**config.mk**
```make
export PLATFORM = sky130hd
export DESIGN_NAME = cqm_top
export DESIGN_NICKNAME = d
export VERILOG_FILES = /design/src/common/cqm_pkg.sv /design/src/design/cqm_buf2.sv /design/src/design/cqm_sync3.sv /design/src/design/cqm_top.sv
export SDC_FILE = /design/constraint.sdc
export NUM_CORES = 1
export LEC_CHECK = 0
export BUFFER_PORTS_ARGS = -buffer_cell sky130_fd_sc_hd__clkbuf_2
export CORE_UTILIZATION = 50
export CTS_CLUSTER_DIAMETER = 60
export DETAILED_ROUTE_END_ITERATION = 16
export PLACE_DENSITY = 0.74
export SLEW_MARGIN = 20
export SYNTH_ARGS = -nofsm -noshare
export SYNTH_HDL_FRONTEND = slang
export SYNTH_SLANG_ARGS = --single-unit
```
**constraint.sdc**
```tcl
create_clock -name clock -period 22.3 [get_ports clock]
set_input_delay 1.115 -clock clock [delete_from_list [all_inputs] [get_ports clock]]
set_output_delay 1.115 -clock clock [all_outputs]
set_load 0.01 [all_outputs]
```
**src/common/cqm_pkg.sv**
```systemverilog
// cqm_pkg: shared constants and carriers of the cascade four_way_switch control
// assumes: one 100 MHz clock, stream words of 16 bits
`default_nettype none

package cqm_pkg;

    // =========================================================
    // boundary channel id layout
    localparam int ID_LINE_MSB = 15;
    localparam int ID_LINE_LSB = 7;
    localparam int ID_FIELD_BIT = 6;
    localparam int ID_REGION_BIT = 5;
    localparam int ID_ANALOG_BIT = 4;
    localparam int ID_STAGE_MSB = 3;
    localparam int ID_STAGE_LSB = 2;
    localparam int ID_PATH_MSB = 1;
    localparam int ID_PATH_LSB = 0;

    // =========================================================
    // queue and period sizes
    localparam int SHARED_QUEUE_DEPTH = 128;
    localparam int QUADS = 4;
    localparam int QUEUE_DEPTH = SHARED_QUEUE_DEPTH / QUADS;
    localparam int PERIOD_MAX = 1024;
    localparam int PERIOD_W = $clog2(PERIOD_MAX);
    localparam logic [1:0] MASTER_STAGE = 2'h0;
    localparam logic [15:0] WORD_RESET = 16'h0000;

    // =========================================================
    // modes and carriers
    typedef enum logic [1:0] {
        CQM_LIVE = 2'b00,
        CQM_STROBE = 2'b01,
        CQM_SWITCH = 2'b10
    } cqm_mode_t;

    typedef struct packed {
        logic [1:0] stage;
        logic [1:0] chan;
    } cqm_entry_t;

    typedef struct packed {
        cqm_entry_t lt;
        cqm_entry_t rt;
        cqm_entry_t lb;
        cqm_entry_t rb;
    } cqm_quad_t;

    typedef struct packed {
        logic [15:0] data;
        logic hs;
        logic vs;
        logic popup;
        logic [1:0] zoom;
        logic box;
        cqm_entry_t sw;
    } cqm_word_t;

endpackage

`default_nettype wire

```
**src/design/cqm_buf2.sv**
```systemverilog
// cqm_buf2: two-entry stream buffer, valid/ready on both sides
// assumes: source and sink on the same clock
`default_nettype none

module cqm_buf2 (
    input wire logic clock,
    input wire logic sys_rst,
    input wire logic s_valid,
    output logic s_ready,
    input wire cqm_pkg::cqm_word_t s_data,
    output logic m_valid,
    input wire logic m_ready,
    output cqm_pkg::cqm_word_t m_data
);

    // =========================================================
    // head slot drives the sink, second slot absorbs a stall
    cqm_pkg::cqm_word_t slot1_r;
    logic v1_r;
    logic pop;
    logic push;

    assign pop = m_valid & m_ready;
    assign push = s_valid & s_ready;

    always_ff @(posedge clock or posedge sys_rst) begin
        if (sys_rst) begin
            m_valid <= 1'b0;
            v1_r <= 1'b0;
            s_ready <= 1'b1;
            m_data <= '0;
            slot1_r <= '0;
        end else begin
            if (pop && v1_r) begin
                m_data <= slot1_r;
                slot1_r <= s_data;
                v1_r <= push;
                s_ready <= !push;
            end else if (pop) begin
                m_data <= s_data;
                m_valid <= push;
            end else if (push && !m_valid) begin
                m_data <= s_data;
                m_valid <= 1'b1;
            end else if (push) begin
                slot1_r <= s_data;
                v1_r <= 1'b1;
                s_ready <= 1'b0;
            end
        end
    end

endmodule

`default_nettype wire

```
**src/design/cqm_sync3.sv**
```systemverilog
// cqm_sync3: three-stage input synchroniser with agreement filter
// assumes: inputs asynchronous to clock
`default_nettype none

module cqm_sync3 #(
    parameter int W = 1
) (
    input wire logic clock,
    input wire logic sys_rst,
    input wire logic [W-1:0] pin_in,
    output logic [W-1:0] level_r
);

    // =========================================================
    // three flops, change taken when second and third agree
    logic [W-1:0] s1_r;
    logic [W-1:0] s2_r;
    logic [W-1:0] s3_r;

    always_ff @(posedge clock or posedge sys_rst) begin
        if (sys_rst) begin
            s1_r <= '0;
            s2_r <= '0;
            s3_r <= '0;
        end else begin
            s1_r <= pin_in;
            s2_r <= s1_r;
            s3_r <= s2_r;
        end
    end

    always_ff @(posedge clock or posedge sys_rst) begin
        if (sys_rst) begin
            level_r <= '0;
        end else begin
            for (int i = 0; i < W; i++) begin
                if (s2_r[i] == s3_r[i]) begin
                    level_r[i] <= s3_r[i];
                end
            end
        end
    end

endmodule

`default_nettype wire

```
**src/design/cqm_top.sv**
```systemverilog
// cqm_top: cascade link merge, boundary id and four-way switch queue
// assumes: stream inputs and control bits on clock; trigger pin async
`default_nettype none

module cqm_top #(
    parameter int QDEPTH = cqm_pkg::QUEUE_DEPTH
) (
    input wire logic clock,
    input wire logic sys_rst,
    input wire logic boundary_id_enable,
    input wire logic position_control_enable,
    input wire logic [1:0] function_mode_select,
    input wire logic trigger_source_select,
    input wire logic position_interrupt_trigger,
    input wire logic [7:0] picture_position,
    input wire logic [$clog2(QDEPTH)-1:0] queue_length,
    input wire logic [$clog2(QDEPTH)-1:0] queue_entry_address,
    input wire cqm_pkg::cqm_quad_t queue_channel_entry,
    input wire logic queue_write_set,
    output logic queue_write_strobe,
    input wire logic [cqm_pkg::PERIOD_W-1:0] switch_period_count,
    input wire logic period_unit_select,
    input wire logic field_counter_reset_set,
    output logic field_counter_reset,
    input wire logic queue_pointer_reset_set,
    output logic queue_pointer_reset,
    input wire logic strobe_field_select,
    input wire logic strobe_auto_update,
    output logic strobe_capture_r,
    input wire logic [1:0] cascade_stage,
    input wire logic link_enable_display,
    input wire logic link_enable_record,
    input wire logic last_stage_display,
    input wire logic last_stage_record,
    input wire logic infinite_cascade_enable,
    input wire logic external_trigger_pin,
    input wire logic field_start,
    input wire logic field_odd,
    input wire logic local_valid,
    output logic local_ready,
    input wire cqm_pkg::cqm_word_t local_word,
    input wire logic local_active,
    input wire logic local_boundary,
    input wire logic [8:0] active_line_index,
    input wire logic analog_switch_flag,
    input wire logic [1:0] input_path_number,
    input wire logic chain_valid,
    input wire cqm_pkg::cqm_word_t chain_data_input,
    input wire logic chain_vsync_input,
    input wire logic chain_hsync_input,
    output logic [15:0] video_data_output,
    output logic encoder_vsync_output,
    output logic encoder_hsync_output,
    output logic video_out_valid,
    input wire logic video_out_ready,
    output logic final_output_owner_r,
    output cqm_pkg::cqm_quad_t quad_layout_r,
    output logic layout_from_queue_r,
    output cqm_pkg::cqm_entry_t current_switch_channel,
    output logic [1:0] multipurpose_pins
);

    localparam int AW = $clog2(QDEPTH);

    // =========================================================
    // boundary id and chain merge
    cqm_pkg::cqm_word_t merged;
    cqm_pkg::cqm_word_t out_word;
    logic [15:0] id_word;
    logic chain_accept;
    logic pick_chain;
    logic buf_ready;
    logic push;

    always_comb begin
        id_word = cqm_pkg::WORD_RESET;
        id_word[cqm_pkg::ID_LINE_MSB:cqm_pkg::ID_LINE_LSB] = active_line_index;
        id_word[cqm_pkg::ID_FIELD_BIT] = field_odd;
        id_word[cqm_pkg::ID_REGION_BIT] = local_active;
        id_word[cqm_pkg::ID_ANALOG_BIT] = analog_switch_flag;
        id_word[cqm_pkg::ID_STAGE_MSB:cqm_pkg::ID_STAGE_LSB] = cascade_stage;
        id_word[cqm_pkg::ID_PATH_MSB:cqm_pkg::ID_PATH_LSB] = input_path_number;
    end

    assign chain_accept = chain_valid && link_enable_display &&
        (!last_stage_display || infinite_cascade_enable);

    // master popup over slave popup over rest
    always_comb begin
        pick_chain = 1'b0;
        if (chain_accept) begin
            if (!local_active) begin
                pick_chain = 1'b1;
            end else if (!local_word.popup && chain_data_input.popup) begin
                pick_chain = 1'b1;
            end
        end
    end

    // id replaces boundary word only when enabled
    always_comb begin
        merged = local_word;
        if (local_boundary && boundary_id_enable) begin
            merged.data = id_word;
        end
        if (pick_chain) begin
            merged = chain_data_input;
        end
        merged.hs = chain_accept ? chain_hsync_input : local_word.hs;
        merged.vs = chain_accept ? chain_vsync_input : local_word.vs;
        merged.sw = current_switch_channel;
    end

    assign push = local_valid && buf_ready;
    assign local_ready = buf_ready;

    cqm_buf2 u_buf (
        .clock(clock),
        .sys_rst(sys_rst),
        .s_valid(local_valid),
        .s_ready(buf_ready),
        .s_data(merged),
        .m_valid(video_out_valid),
        .m_ready(video_out_ready),
        .m_data(out_word)
    );

    assign video_data_output = out_word.data;
    assign encoder_vsync_output = out_word.vs;
    assign encoder_hsync_output = out_word.hs;

    // final output owner is the master stage, or any stage with infinite cascade enabled
    always_ff @(posedge clock or posedge sys_rst) begin
        if (sys_rst) begin
            final_output_owner_r <= 1'b0;
        end else begin
            final_output_owner_r <= (cascade_stage == cqm_pkg::MASTER_STAGE) ||
                infinite_cascade_enable;
        end
    end

    // =========================================================
    // self-clearing control bits
    // write bit set wins, clears after store
    always_ff @(posedge clock or posedge sys_rst) begin
        if (sys_rst) begin
            queue_write_strobe <= 1'b0;
        end else if (queue_write_set) begin
            queue_write_strobe <= 1'b1;
        end else if (queue_write_strobe) begin
            queue_write_strobe <= 1'b0;
        end
    end

    always_ff @(posedge clock or posedge sys_rst) begin
        if (sys_rst) begin
            field_counter_reset <= 1'b0;
        end else if (field_counter_reset_set) begin
            field_counter_reset <= 1'b1;
        end else if (field_counter_reset) begin
            field_counter_reset <= 1'b0;
        end
    end

    always_ff @(posedge clock or posedge sys_rst) begin
        if (sys_rst) begin
            queue_pointer_reset <= 1'b0;
        end else if (queue_pointer_reset_set) begin
            queue_pointer_reset <= 1'b1;
        end else if (queue_pointer_reset) begin
            queue_pointer_reset <= 1'b0;
        end
    end

    // =========================================================
    // queue storage, shared-size limit
    cqm_pkg::cqm_quad_t queue_r [QDEPTH];

    // thirty-two entry store, write on strobe
    always_ff @(posedge clock or posedge sys_rst) begin
        if (sys_rst) begin
            for (int i = 0; i < QDEPTH; i++) begin
                queue_r[i] <= '0;
            end
        end else if (queue_write_strobe) begin
            queue_r[queue_entry_address] <= queue_channel_entry;
        end
    end

    // =========================================================
    // triggers and period counter
    logic ext_level;
    logic ext_prev_r;
    logic unit_tick;
    logic advance;
    logic [cqm_pkg::PERIOD_W-1:0] fcnt_r;
    logic [AW-1:0] ptr_r;
    logic [AW-1:0] ptr_nxt;

    cqm_sync3 #(.W(1)) u_trig (
        .clock(clock),
        .sys_rst(sys_rst),
        .pin_in(external_trigger_pin),
        .level_r(ext_level)
    );

    always_ff @(posedge clock or posedge sys_rst) begin
        if (sys_rst) begin
            ext_prev_r <= 1'b0;
        end else begin
            ext_prev_r <= ext_level;
        end
    end

    // frame unit ticks at odd field start
    assign unit_tick = field_start && (!period_unit_select || field_odd);

    // zero external edge, one internal period
    always_comb begin
        if (trigger_source_select) begin
            advance = unit_tick && (fcnt_r == switch_period_count);
        end else begin
            advance = ext_level && !ext_prev_r;
        end
    end

    always_ff @(posedge clock or posedge sys_rst) begin
        if (sys_rst) begin
            fcnt_r <= '0;
        end else if (field_counter_reset) begin
            fcnt_r <= '0;
        end else if (trigger_source_select && unit_tick) begin
            if (fcnt_r == switch_period_count) begin
                fcnt_r <= '0;
            end else begin
                fcnt_r <= fcnt_r + 1'b1;
            end
        end
    end

    assign ptr_nxt = (ptr_r == queue_length) ? '0 : AW'(ptr_r + 1'b1);

    always_ff @(posedge clock or posedge sys_rst) begin
        if (sys_rst) begin
            ptr_r <= '0;
        end else if (queue_pointer_reset) begin
            ptr_r <= '0;
        end else if (advance) begin
            ptr_r <= ptr_nxt;
        end
    end

    // =========================================================
    // layout selection
    cqm_pkg::cqm_quad_t pos_quad;
    cqm_pkg::cqm_quad_t switch_quad_r;
    cqm_pkg::cqm_entry_t slot [4];
    logic use_queue;

    // layout from picture position per quadrant
    always_comb begin
        for (int q = 0; q < 4; q++) begin
            slot[q] = '0;
            for (int c = 0; c < 4; c++) begin
                if (picture_position[2*c +: 2] == 2'(q)) begin
                    slot[q] = '{stage: cascade_stage, chan: 2'(c)};
                end
            end
        end
        pos_quad = '{lt: slot[0], rt: slot[1], lb: slot[2], rb: slot[3]};
    end

    // queue drives layout in switch mode or with position control enabled
    assign use_queue = position_control_enable ||
        (cqm_pkg::cqm_mode_t'(function_mode_select) == cqm_pkg::CQM_SWITCH);

    always_ff @(posedge clock or posedge sys_rst) begin
        if (sys_rst) begin
            switch_quad_r <= '0;
        end else if (position_interrupt_trigger) begin
            switch_quad_r <= queue_channel_entry;
        end else if (advance) begin
            switch_quad_r <= queue_r[ptr_nxt];
        end
    end

    always_ff @(posedge clock or posedge sys_rst) begin
        if (sys_rst) begin
            quad_layout_r <= '0;
            layout_from_queue_r <= 1'b0;
        end else begin
            quad_layout_r <= use_queue ? switch_quad_r : pos_quad;
            layout_from_queue_r <= use_queue;
        end
    end

    // =========================================================
    // auto strobe on switch
    logic strobe_pending_r;

    // capture the selected field after a switch, in field units only
    always_ff @(posedge clock or posedge sys_rst) begin
        if (sys_rst) begin
            strobe_pending_r <= 1'b0;
            strobe_capture_r <= 1'b0;
        end else begin
            strobe_capture_r <= 1'b0;
            if (advance && !period_unit_select) begin
                strobe_pending_r <= 1'b1;
            end else if (strobe_pending_r && field_start &&
                    field_odd == strobe_field_select) begin
                strobe_pending_r <= 1'b0;
                strobe_capture_r <= strobe_auto_update;
            end
        end
    end

    // =========================================================
    // current switch channel readout
    // record chain channel or own, pins on last
    always_ff @(posedge clock or posedge sys_rst) begin
        if (sys_rst) begin
            current_switch_channel <= '0;
            multipurpose_pins <= 2'h0;
        end else begin
            if (link_enable_record && !last_stage_record && chain_valid) begin
                current_switch_channel <= chain_data_input.sw;
            end else begin
                current_switch_channel <= switch_quad_r.lt;
            end
            multipurpose_pins <= last_stage_record ? switch_quad_r.lt.chan : 2'h0;
        end
    end

    // =========================================================
    // checks
    boundary_id_fmt_a: assert property (
        @(posedge clock) disable iff (sys_rst)
        push && local_boundary && boundary_id_enable && !pick_chain |->
        merged.data == {active_line_index, field_odd, local_active,
            analog_switch_flag, cascade_stage, input_path_number})
        else $error("boundary id layout wrong");

    boundary_id_off_a: assert property (
        @(posedge clock) disable iff (sys_rst)
        push && !boundary_id_enable && !pick_chain |->
        merged.data == local_word.data)
        else $error("id inserted while disabled");

    chain_gate_a: assert property (
        @(posedge clock) disable iff (sys_rst)
        !link_enable_display |-> !pick_chain)
        else $error("chain data taken without link enable");

    master_popup_wins_a: assert property (
        @(posedge clock) disable iff (sys_rst)
        local_active && local_word.popup |-> !pick_chain)
        else $error("master popup lost to slave");

    queue_write_done_a: assert property (
        @(posedge clock) disable iff (sys_rst)
        queue_write_strobe && !queue_write_set |=>
        !queue_write_strobe &&
        queue_r[$past(queue_entry_address)] == $past(queue_channel_entry))
        else $error("queue write not stored or not cleared");

    counter_reset_a: assert property (
        @(posedge clock) disable iff (sys_rst)
        field_counter_reset && !field_counter_reset_set |=>
        fcnt_r == '0 && !field_counter_reset)
        else $error("field counter not reset");

    pointer_reset_a: assert property (
        @(posedge clock) disable iff (sys_rst)
        queue_pointer_reset && !queue_pointer_reset_set |=>
        ptr_r == '0 && !queue_pointer_reset)
        else $error("queue pointer not reset");

    period_count_a: assert property (
        @(posedge clock) disable iff (sys_rst)
        trigger_source_select && unit_tick && !field_counter_reset &&
        fcnt_r != switch_period_count |=>
        fcnt_r == cqm_pkg::PERIOD_W'($past(fcnt_r) + 1'b1))
        else $error("period counter did not step");

    layout_source_a: assert property (
        @(posedge clock) disable iff (sys_rst)
        !use_queue |=> quad_layout_r == $past(pos_quad) && !layout_from_queue_r)
        else $error("layout not from picture position");

    last_stage_pins_a: assert property (
        @(posedge clock) disable iff (sys_rst)
        last_stage_record |=> multipurpose_pins == $past(switch_quad_r.lt.chan))
        else $error("switch channel missing on pins");

endmodule

`default_nettype wire

```
==> results.ini, run 1 <==
[power_and_ir_drop]
finalPower_mw=2.889
ir_drop_mv=0.05658
switching_share_pct=25.82
power_frac_comb_pct=15.1
p_int_mw=2.143
cellLeakagePower_nw=14.47
power.share.clock_pct=36.2
pwr_density_cell_mw_per_mm2=89.94
p_sw_uw=746.1
seqPwrFrac_pct=48.7

[worst_setup_path]
path_max_fanout=47
crit_path_start_kind=flop
crit_required_ns=22.74
arrival_ns=4.84
critPathCaptureType=flop
critPathKind=reg -> reg

[cts]
clock_latency_ns=0.60
numCtsBuffers=67
root_buffer=clkbuf_16
cts_setup_buffers=0
clock_sinks=616
cts.clk_slew.worst_paths_ns=0.06
holdBufCountCts=0
htreeDepth=3
cts_tree=built
post_cts_resized=0
cts_buffer_depth=3

[floorplan]
row_count=87
ios=187
initial_core_util_pct=50.71
die_w_um=241.6
die_area_mm2=0.05837
core_area_mm2=0.05660
chipHeight_um=241.6

[timing]
finalSetupViolCount=0
fin_crit_sh_pct=19.72
fin_worst_skew_ns=0.03114
hold_viol=0
fin_crit_ns=4.398
maxSlewViolCount=0
rsz0062_at_grt=false
fmax_mhz=227.4
slew_headroom_pct=20.02
fin_ws_ns=17.90
worst_slew_pin_slew_ns=1.197
tns_ns=0

[place]
dp_hpwl_um=47800
place_ws_ns=17.43
dp_cells=3166
io_buffer_count=174
place.gp.congestion=0.8743

[synth]
synth_area_mm2=0.02870
synth.top_cell.area_share_pct=53.62
synth_cell_types=80
ys_top_cells_by_area=dfrtp_1, mux2_2, nand2_1, mux4_2, a21oi_1
ys_seq_elements=616
yosys_warnings=0
syn_inst=2384
synth_edf_count=0
synth_commonest_cells=dfrtp_1, mux2_2, nand2_1
synth-main-ff-cell=dfrtp_1
yosysMostFrequentCell=dfrtp_1
synth.largest_area_cell=dfrtp_1
async_flop_share_pct=100.0
syn_avg_cell_area_um2=12.04
ys_seq_area_share_pct=53.71
syn_nets=2525

[finish]
nets=2620
layout.cells.non_filler=3279
nFillCells=4559
area_delta_synth_final_pct=11.92
final_core_util_pct=56.75
layout-drive-gt1-share_pct=36.51

[hold_path]
hold_path.class=reg -> reg

[routing]
first_pass_iters=5
route.detailed.drc=0
drt_first_iter_violations=2186
num_vias=20316
totalWireLength_um=79000
post_drt_wl_per_cell_um=24.09
ant_nets=0
vias_per_cell=6.196

[global_routing]
antenna_found_initial=2
grt_max_degree=111
grt_pass1_wl_um=122900
grt_pass1_vias=20771
grt-ovfl-total=0
grt_usage_pct=27.22

[run_status]
outcome=finished clean

[flow_run]
max_cap_violations=0

-- worst paths after layout --
kind | startpoint | slack, ns | end | depth (start not counted)
worst max-delay path | ptr_r[2]$_DFFE_PP0P_ | 17.90 | switch_quad_r[13]$_DFFE_PP0P_ | 10
worst min-delay path | u_trig.s1_r$_DFF_PP0_ | 0.36 | u_trig.s2_r$_DFF_PP0_ | 0
worst max register to register | ptr_r[2]$_DFFE_PP0P_ | 17.90 | switch_quad_r[13]$_DFFE_PP0P_ | 10
worst min register to register | u_trig.s1_r$_DFF_PP0_ | 0.36 | u_trig.s2_r$_DFF_PP0_ | 0
max in group asynchronous | sys_rst | 18.41 | queue_r[95]$_DFFE_PP0P_ | 5
min in group asynchronous | sys_rst | 0.64 | queue_pointer_reset$_DFF_PP0_ | 2
-- registers in the layout, summed over array words and instances (netlist names), 2 cells and up --
name                    flops
fcnt_r                     10
quad_layout_r              16
queue_r                   512
current_switch_channel      4
switch_quad_r              16
u_buf.m_data               18
ptr_r                       5
u_buf.slot1_r              18
multipurpose_pins           2
-- worst max-delay path: stages (launching register included) --
cell	delay [ns]
dfrtp_1	0.70
xnor2_2	0.20
nand4_2	0.46
o21ai_4	0.30
buf_4	0.39
buf_4	0.58
mux2_2	0.40
o22ai_1	0.15
a311oi_1	0.08
a311oi_1	0.77
o31ai_1	0.16
-- power groups by stage --
| stage | Combinational, mW | Sequential (mW) | Clock, mW |
|---|---|---|---|
| after floorplan | 0.338 | 1.39 | 0 |
| after global placement | 0.413 | 1.40 | 0 |
| after detailed placement | 0.434 | 1.42 | 0 |
| after CTS | 0.437 | 1.40 | 1.06 |
| after global routing | 0.476 | 1.43 | 1.11 |
| final | 0.437 | 1.41 | 1.04 |
-- layer usage --
layer / up-vias / track usage [%] / wire [µm]
met5: - / 0 / 0
met4: 0 / 10.68 / 2706
met3: 170 / 3.929 / 6045
met2: 958 / 44.05 / 37640
met1: 10424 / 37.11 / 32610
li1: 8764 / - / -
-- kinds of logic (layout without fill, tap and decap cells) --
kind of cell,count (synthesis),after routing,share of synthesized area (%)
flip-flops,616,616,53.71
other,0,3,0
AO/OA/AOI/OAI,402,402,9.158
buffers and inverters,209,345,3.208
XOR/XNOR,27,27,0.9677
AND/OR/NAND/NOR,509,509,7.576
adder cells (fa/ha/maj),3,3,0.1220
multiplexers,618,618,25.26
-- cell usage in the layout (no fill, tap or decap), types with 46 or more instances in the layout --
cell type | Yosys | layout
a21oi_1 | 103 | 101
buf_4 | 13 | 47
clkbuf_16 | 0 | 69
clkbuf_2 | 0 | 174
dfrtp_1 | 615 | 614
mux2_2 | 541 | 541
mux2i_1 | 46 | 46
nand2_1 | 285 | 283
nand3_1 | 51 | 51
nor2_1 | 100 | 96
o21ai_0 | 86 | 84
-- cell type report --
class / instances / area [µm²] / area share [%]
Sequential cell: 616 / 15420 / 48.00
Multi-Input combinational cell: 1559 / 12430 / 38.69
Clock buffer: 93 / 1907 / 5.936
Timing Repair Buffer: 222 / 1235 / 3.844
Tap cell: 756 / 945.9 / 2.944
Clock inverter: 17 / 123.9 / 0.3856
Inverter: 13 / 56.30 / 0.1753
Antenna cell: 3 / 7.507 / 0.02337
-- per-stage QoR --
| step | hold WS (ns) | instance area (µm²) |
|---|---|---|
| after floorplan | 0.3312 | 28700 |
| final | 0.3610 | 32120 |
| after detailed placement | 0.3523 | 30080 |
| after CTS | 0.3683 | 32110 |
| after global routing | 0.3736 | 32120 |
| after global placement | 0.3408 | 30080 |
Power figures use the tool's default switching activity.
==> inputs of run 2 (changes only) <==
clock period = 4.6 ns   (was 22.3 ns; I/O delays follow)
==> run 2 against run 1 <==
Net effect: sequential share of layout area is 1.2 points lower; clock-buffer cell count up 9; largest cell class unchanged; sequential power increased to 4.8 times the previous value; hold slack worse by 0.34 ns; critical endpoint is now switch_quad_r[12]$_DFFE_PP0P_; routed wire length up 3.3%; critical path type unchanged; clock power grew to 5.2 times the previous value; largest power group unchanged; critical path depth is 1 lower; via count rose by 2.4%; flip-flop and latch count unchanged.
==> results.ini, run 2 (synthesized netlist as in run 1, its figures left out) <==
[worst_setup_path]
arrival_ns=4.12
critical-path-max-stage-delay_ns=0.72
crit_buf_inv=1
r2r_start=ptr_r[2]$_DFFE_PP0P_
critPathCaptureType=flop
path_max_fanout=19
crit_required_ns=5.06
crit_path_start_kind=flop
critPathKind=reg -> reg
cp_top_family=compound AO/OA/AOI/OAI gates
crit_path_frequent_cell=a211oi_1
cp_cell_sequence=xnor2_2 -> nand4_2 -> o21ai_4 -> buf_4 -> mux2_2 -> o22ai_1 -> a211oi_1 -> a211oi_1 -> o21ai_1
slowest_stage=a211oi_1
cp-startpoint=ptr_r[2]$_DFFE_PP0P_

[finish]
largestRegisters=queue_r: 512 flops, u_buf.m_data: 18 flops, u_buf.slot1_r: 18 flops
area_delta_synth_final_pct=14.82
largest_register_ffs=512
nets=2679
final_common_cell=dfrtp_1
layout.cells.non_filler=3349
largest-register=queue_r
fin_area_mm2=0.03296
final_core_util_pct=58.23
layout-drive-gt1-share_pct=36.45
final_cell_mix=dfrtp_1, mux2_2, nand2_1

[cts]
root_buffer=clkbuf_16
holdBufCountCts=42
cts_tree=built
cts_buffer_depth=3
htreeDepth=3
cts.clk_slew.worst_paths_ns=0.06
clock_sinks=616
cts_setup_buffers=0
post_cts_resized=0
clock_latency_ns=0.61
numCtsBuffers=66

[routing]
route.detailed.drc=0
wl_met1_um=32730
drt_first_iter_violations=1981
top_layer_used=met5
first_pass_iters=7
met2WireLength_um=38710
post_drt_wl_per_cell_um=24.36
num_vias=20804
vias_per_cell=6.212
ant_nets=0
wl_met3_um=6914
totalWireLength_um=81590

[run_status]
outcome=finished clean

[floorplan]
initial_core_util_pct=50.71
core_area_mm2=0.05660
chipHeight_um=241.6
row_count=87
ios=187
die_w_um=241.6
die_area_mm2=0.05837

[timing]
finalSetupViolCount=0
maxSlewViolCount=0
rsz0062_at_grt=false
hold_viol=0
slew_headroom_pct=17.59
tns_ns=0
fin_crit_sh_pct=79.58
fin_crit_ns=3.661
fmax_mhz=273.2
fin_worst_skew_ns=0.02241
worst_slew_pin_slew_ns=1.233

[place]
placed_area_mm2=0.03028
place.gp.congestion=0.9025
dp_hpwl_um=49760
dp_cells=3183
io_buffer_count=174

[power_and_ir_drop]
ir_drop_mv=0.2640
finalPower_mw=14.43
cellLeakagePower_nw=14.85
pwr_density_cell_mw_per_mm2=438.0

[global_routing]
grt_max_degree=180
grt_usage_pct=28.10
grt-ovfl-total=0
grt_pass1_wl_um=127000
grt_pass1_vias=21524
antenna_found_initial=5

[flow_run]
max_cap_violations=0

[hold_path]
hp-start=chain_data_input[14]
hold_path.class=in -> reg

[run 2: metal layers]
layer  vias to the layer above  global-route usage, %
li1                       8901                      -
met1                     10605                  37.14
met2                      1065                  45.11
met3                       231                  5.183
met4                         2                  12.81
met5                         -                      0
[run 2: stage by stage]
step,hold WS (ns),setup WS [ns]
global placement,0.3381,1.000
finish,0.02034,0.9395
floorplan,0.2614,-4.036
global route,0.03707,0.8567
CTS,0.01001,0.8816
detailed placement,0.3388,0.8984
[run 2: cell type report]
cell class / instances / area, µm²
Clock inverter: 18 / 235.2
Timing Repair Buffer: 282 / 1882
Fill cell: 4415 / 23650
Clock buffer: 102 / 1979
Sequential cell: 616 / 15420
Antenna cell: 3 / 7.507
Tap cell: 756 / 945.9
Inverter: 13 / 52.55
Multi-Input combinational cell: 1559 / 12440
[run 2: tightest hold or removal path, stage by stage]
cell and delay, ns:
clkbuf_2 0.07, a21oi_1 0.06, o21ai_0 0.19
[run 2: path summary, 6_finish.rpt]
path,end,slack [ns],depth (start not counted)
hold reg to reg,u_trig.s2_r$_DFF_PP0_,0.35,0
min in group asynchronous,queue_pointer_reset$_DFF_PP0_,0.30,3
hold / removal,u_buf.slot1_r[14]$_DFFE_PP0P_,0.02,3
max in group asynchronous,switch_quad_r[14]$_DFFE_PP0P_,2.85,4
setup reg to reg,switch_quad_r[12]$_DFFE_PP0P_,0.94,9
setup / recovery,switch_quad_r[12]$_DFFE_PP0P_,0.94,9
[run 2: power breakdown]
| part | internal (mW) | switching, mW | total [mW] |
|---|---|---|---|
| clock network | 3.21 | 2.19 | 5.40 |
| logic | 1.16 | 1.04 | 2.20 |
| registers | 6.33 | 0.492 | 6.82 |
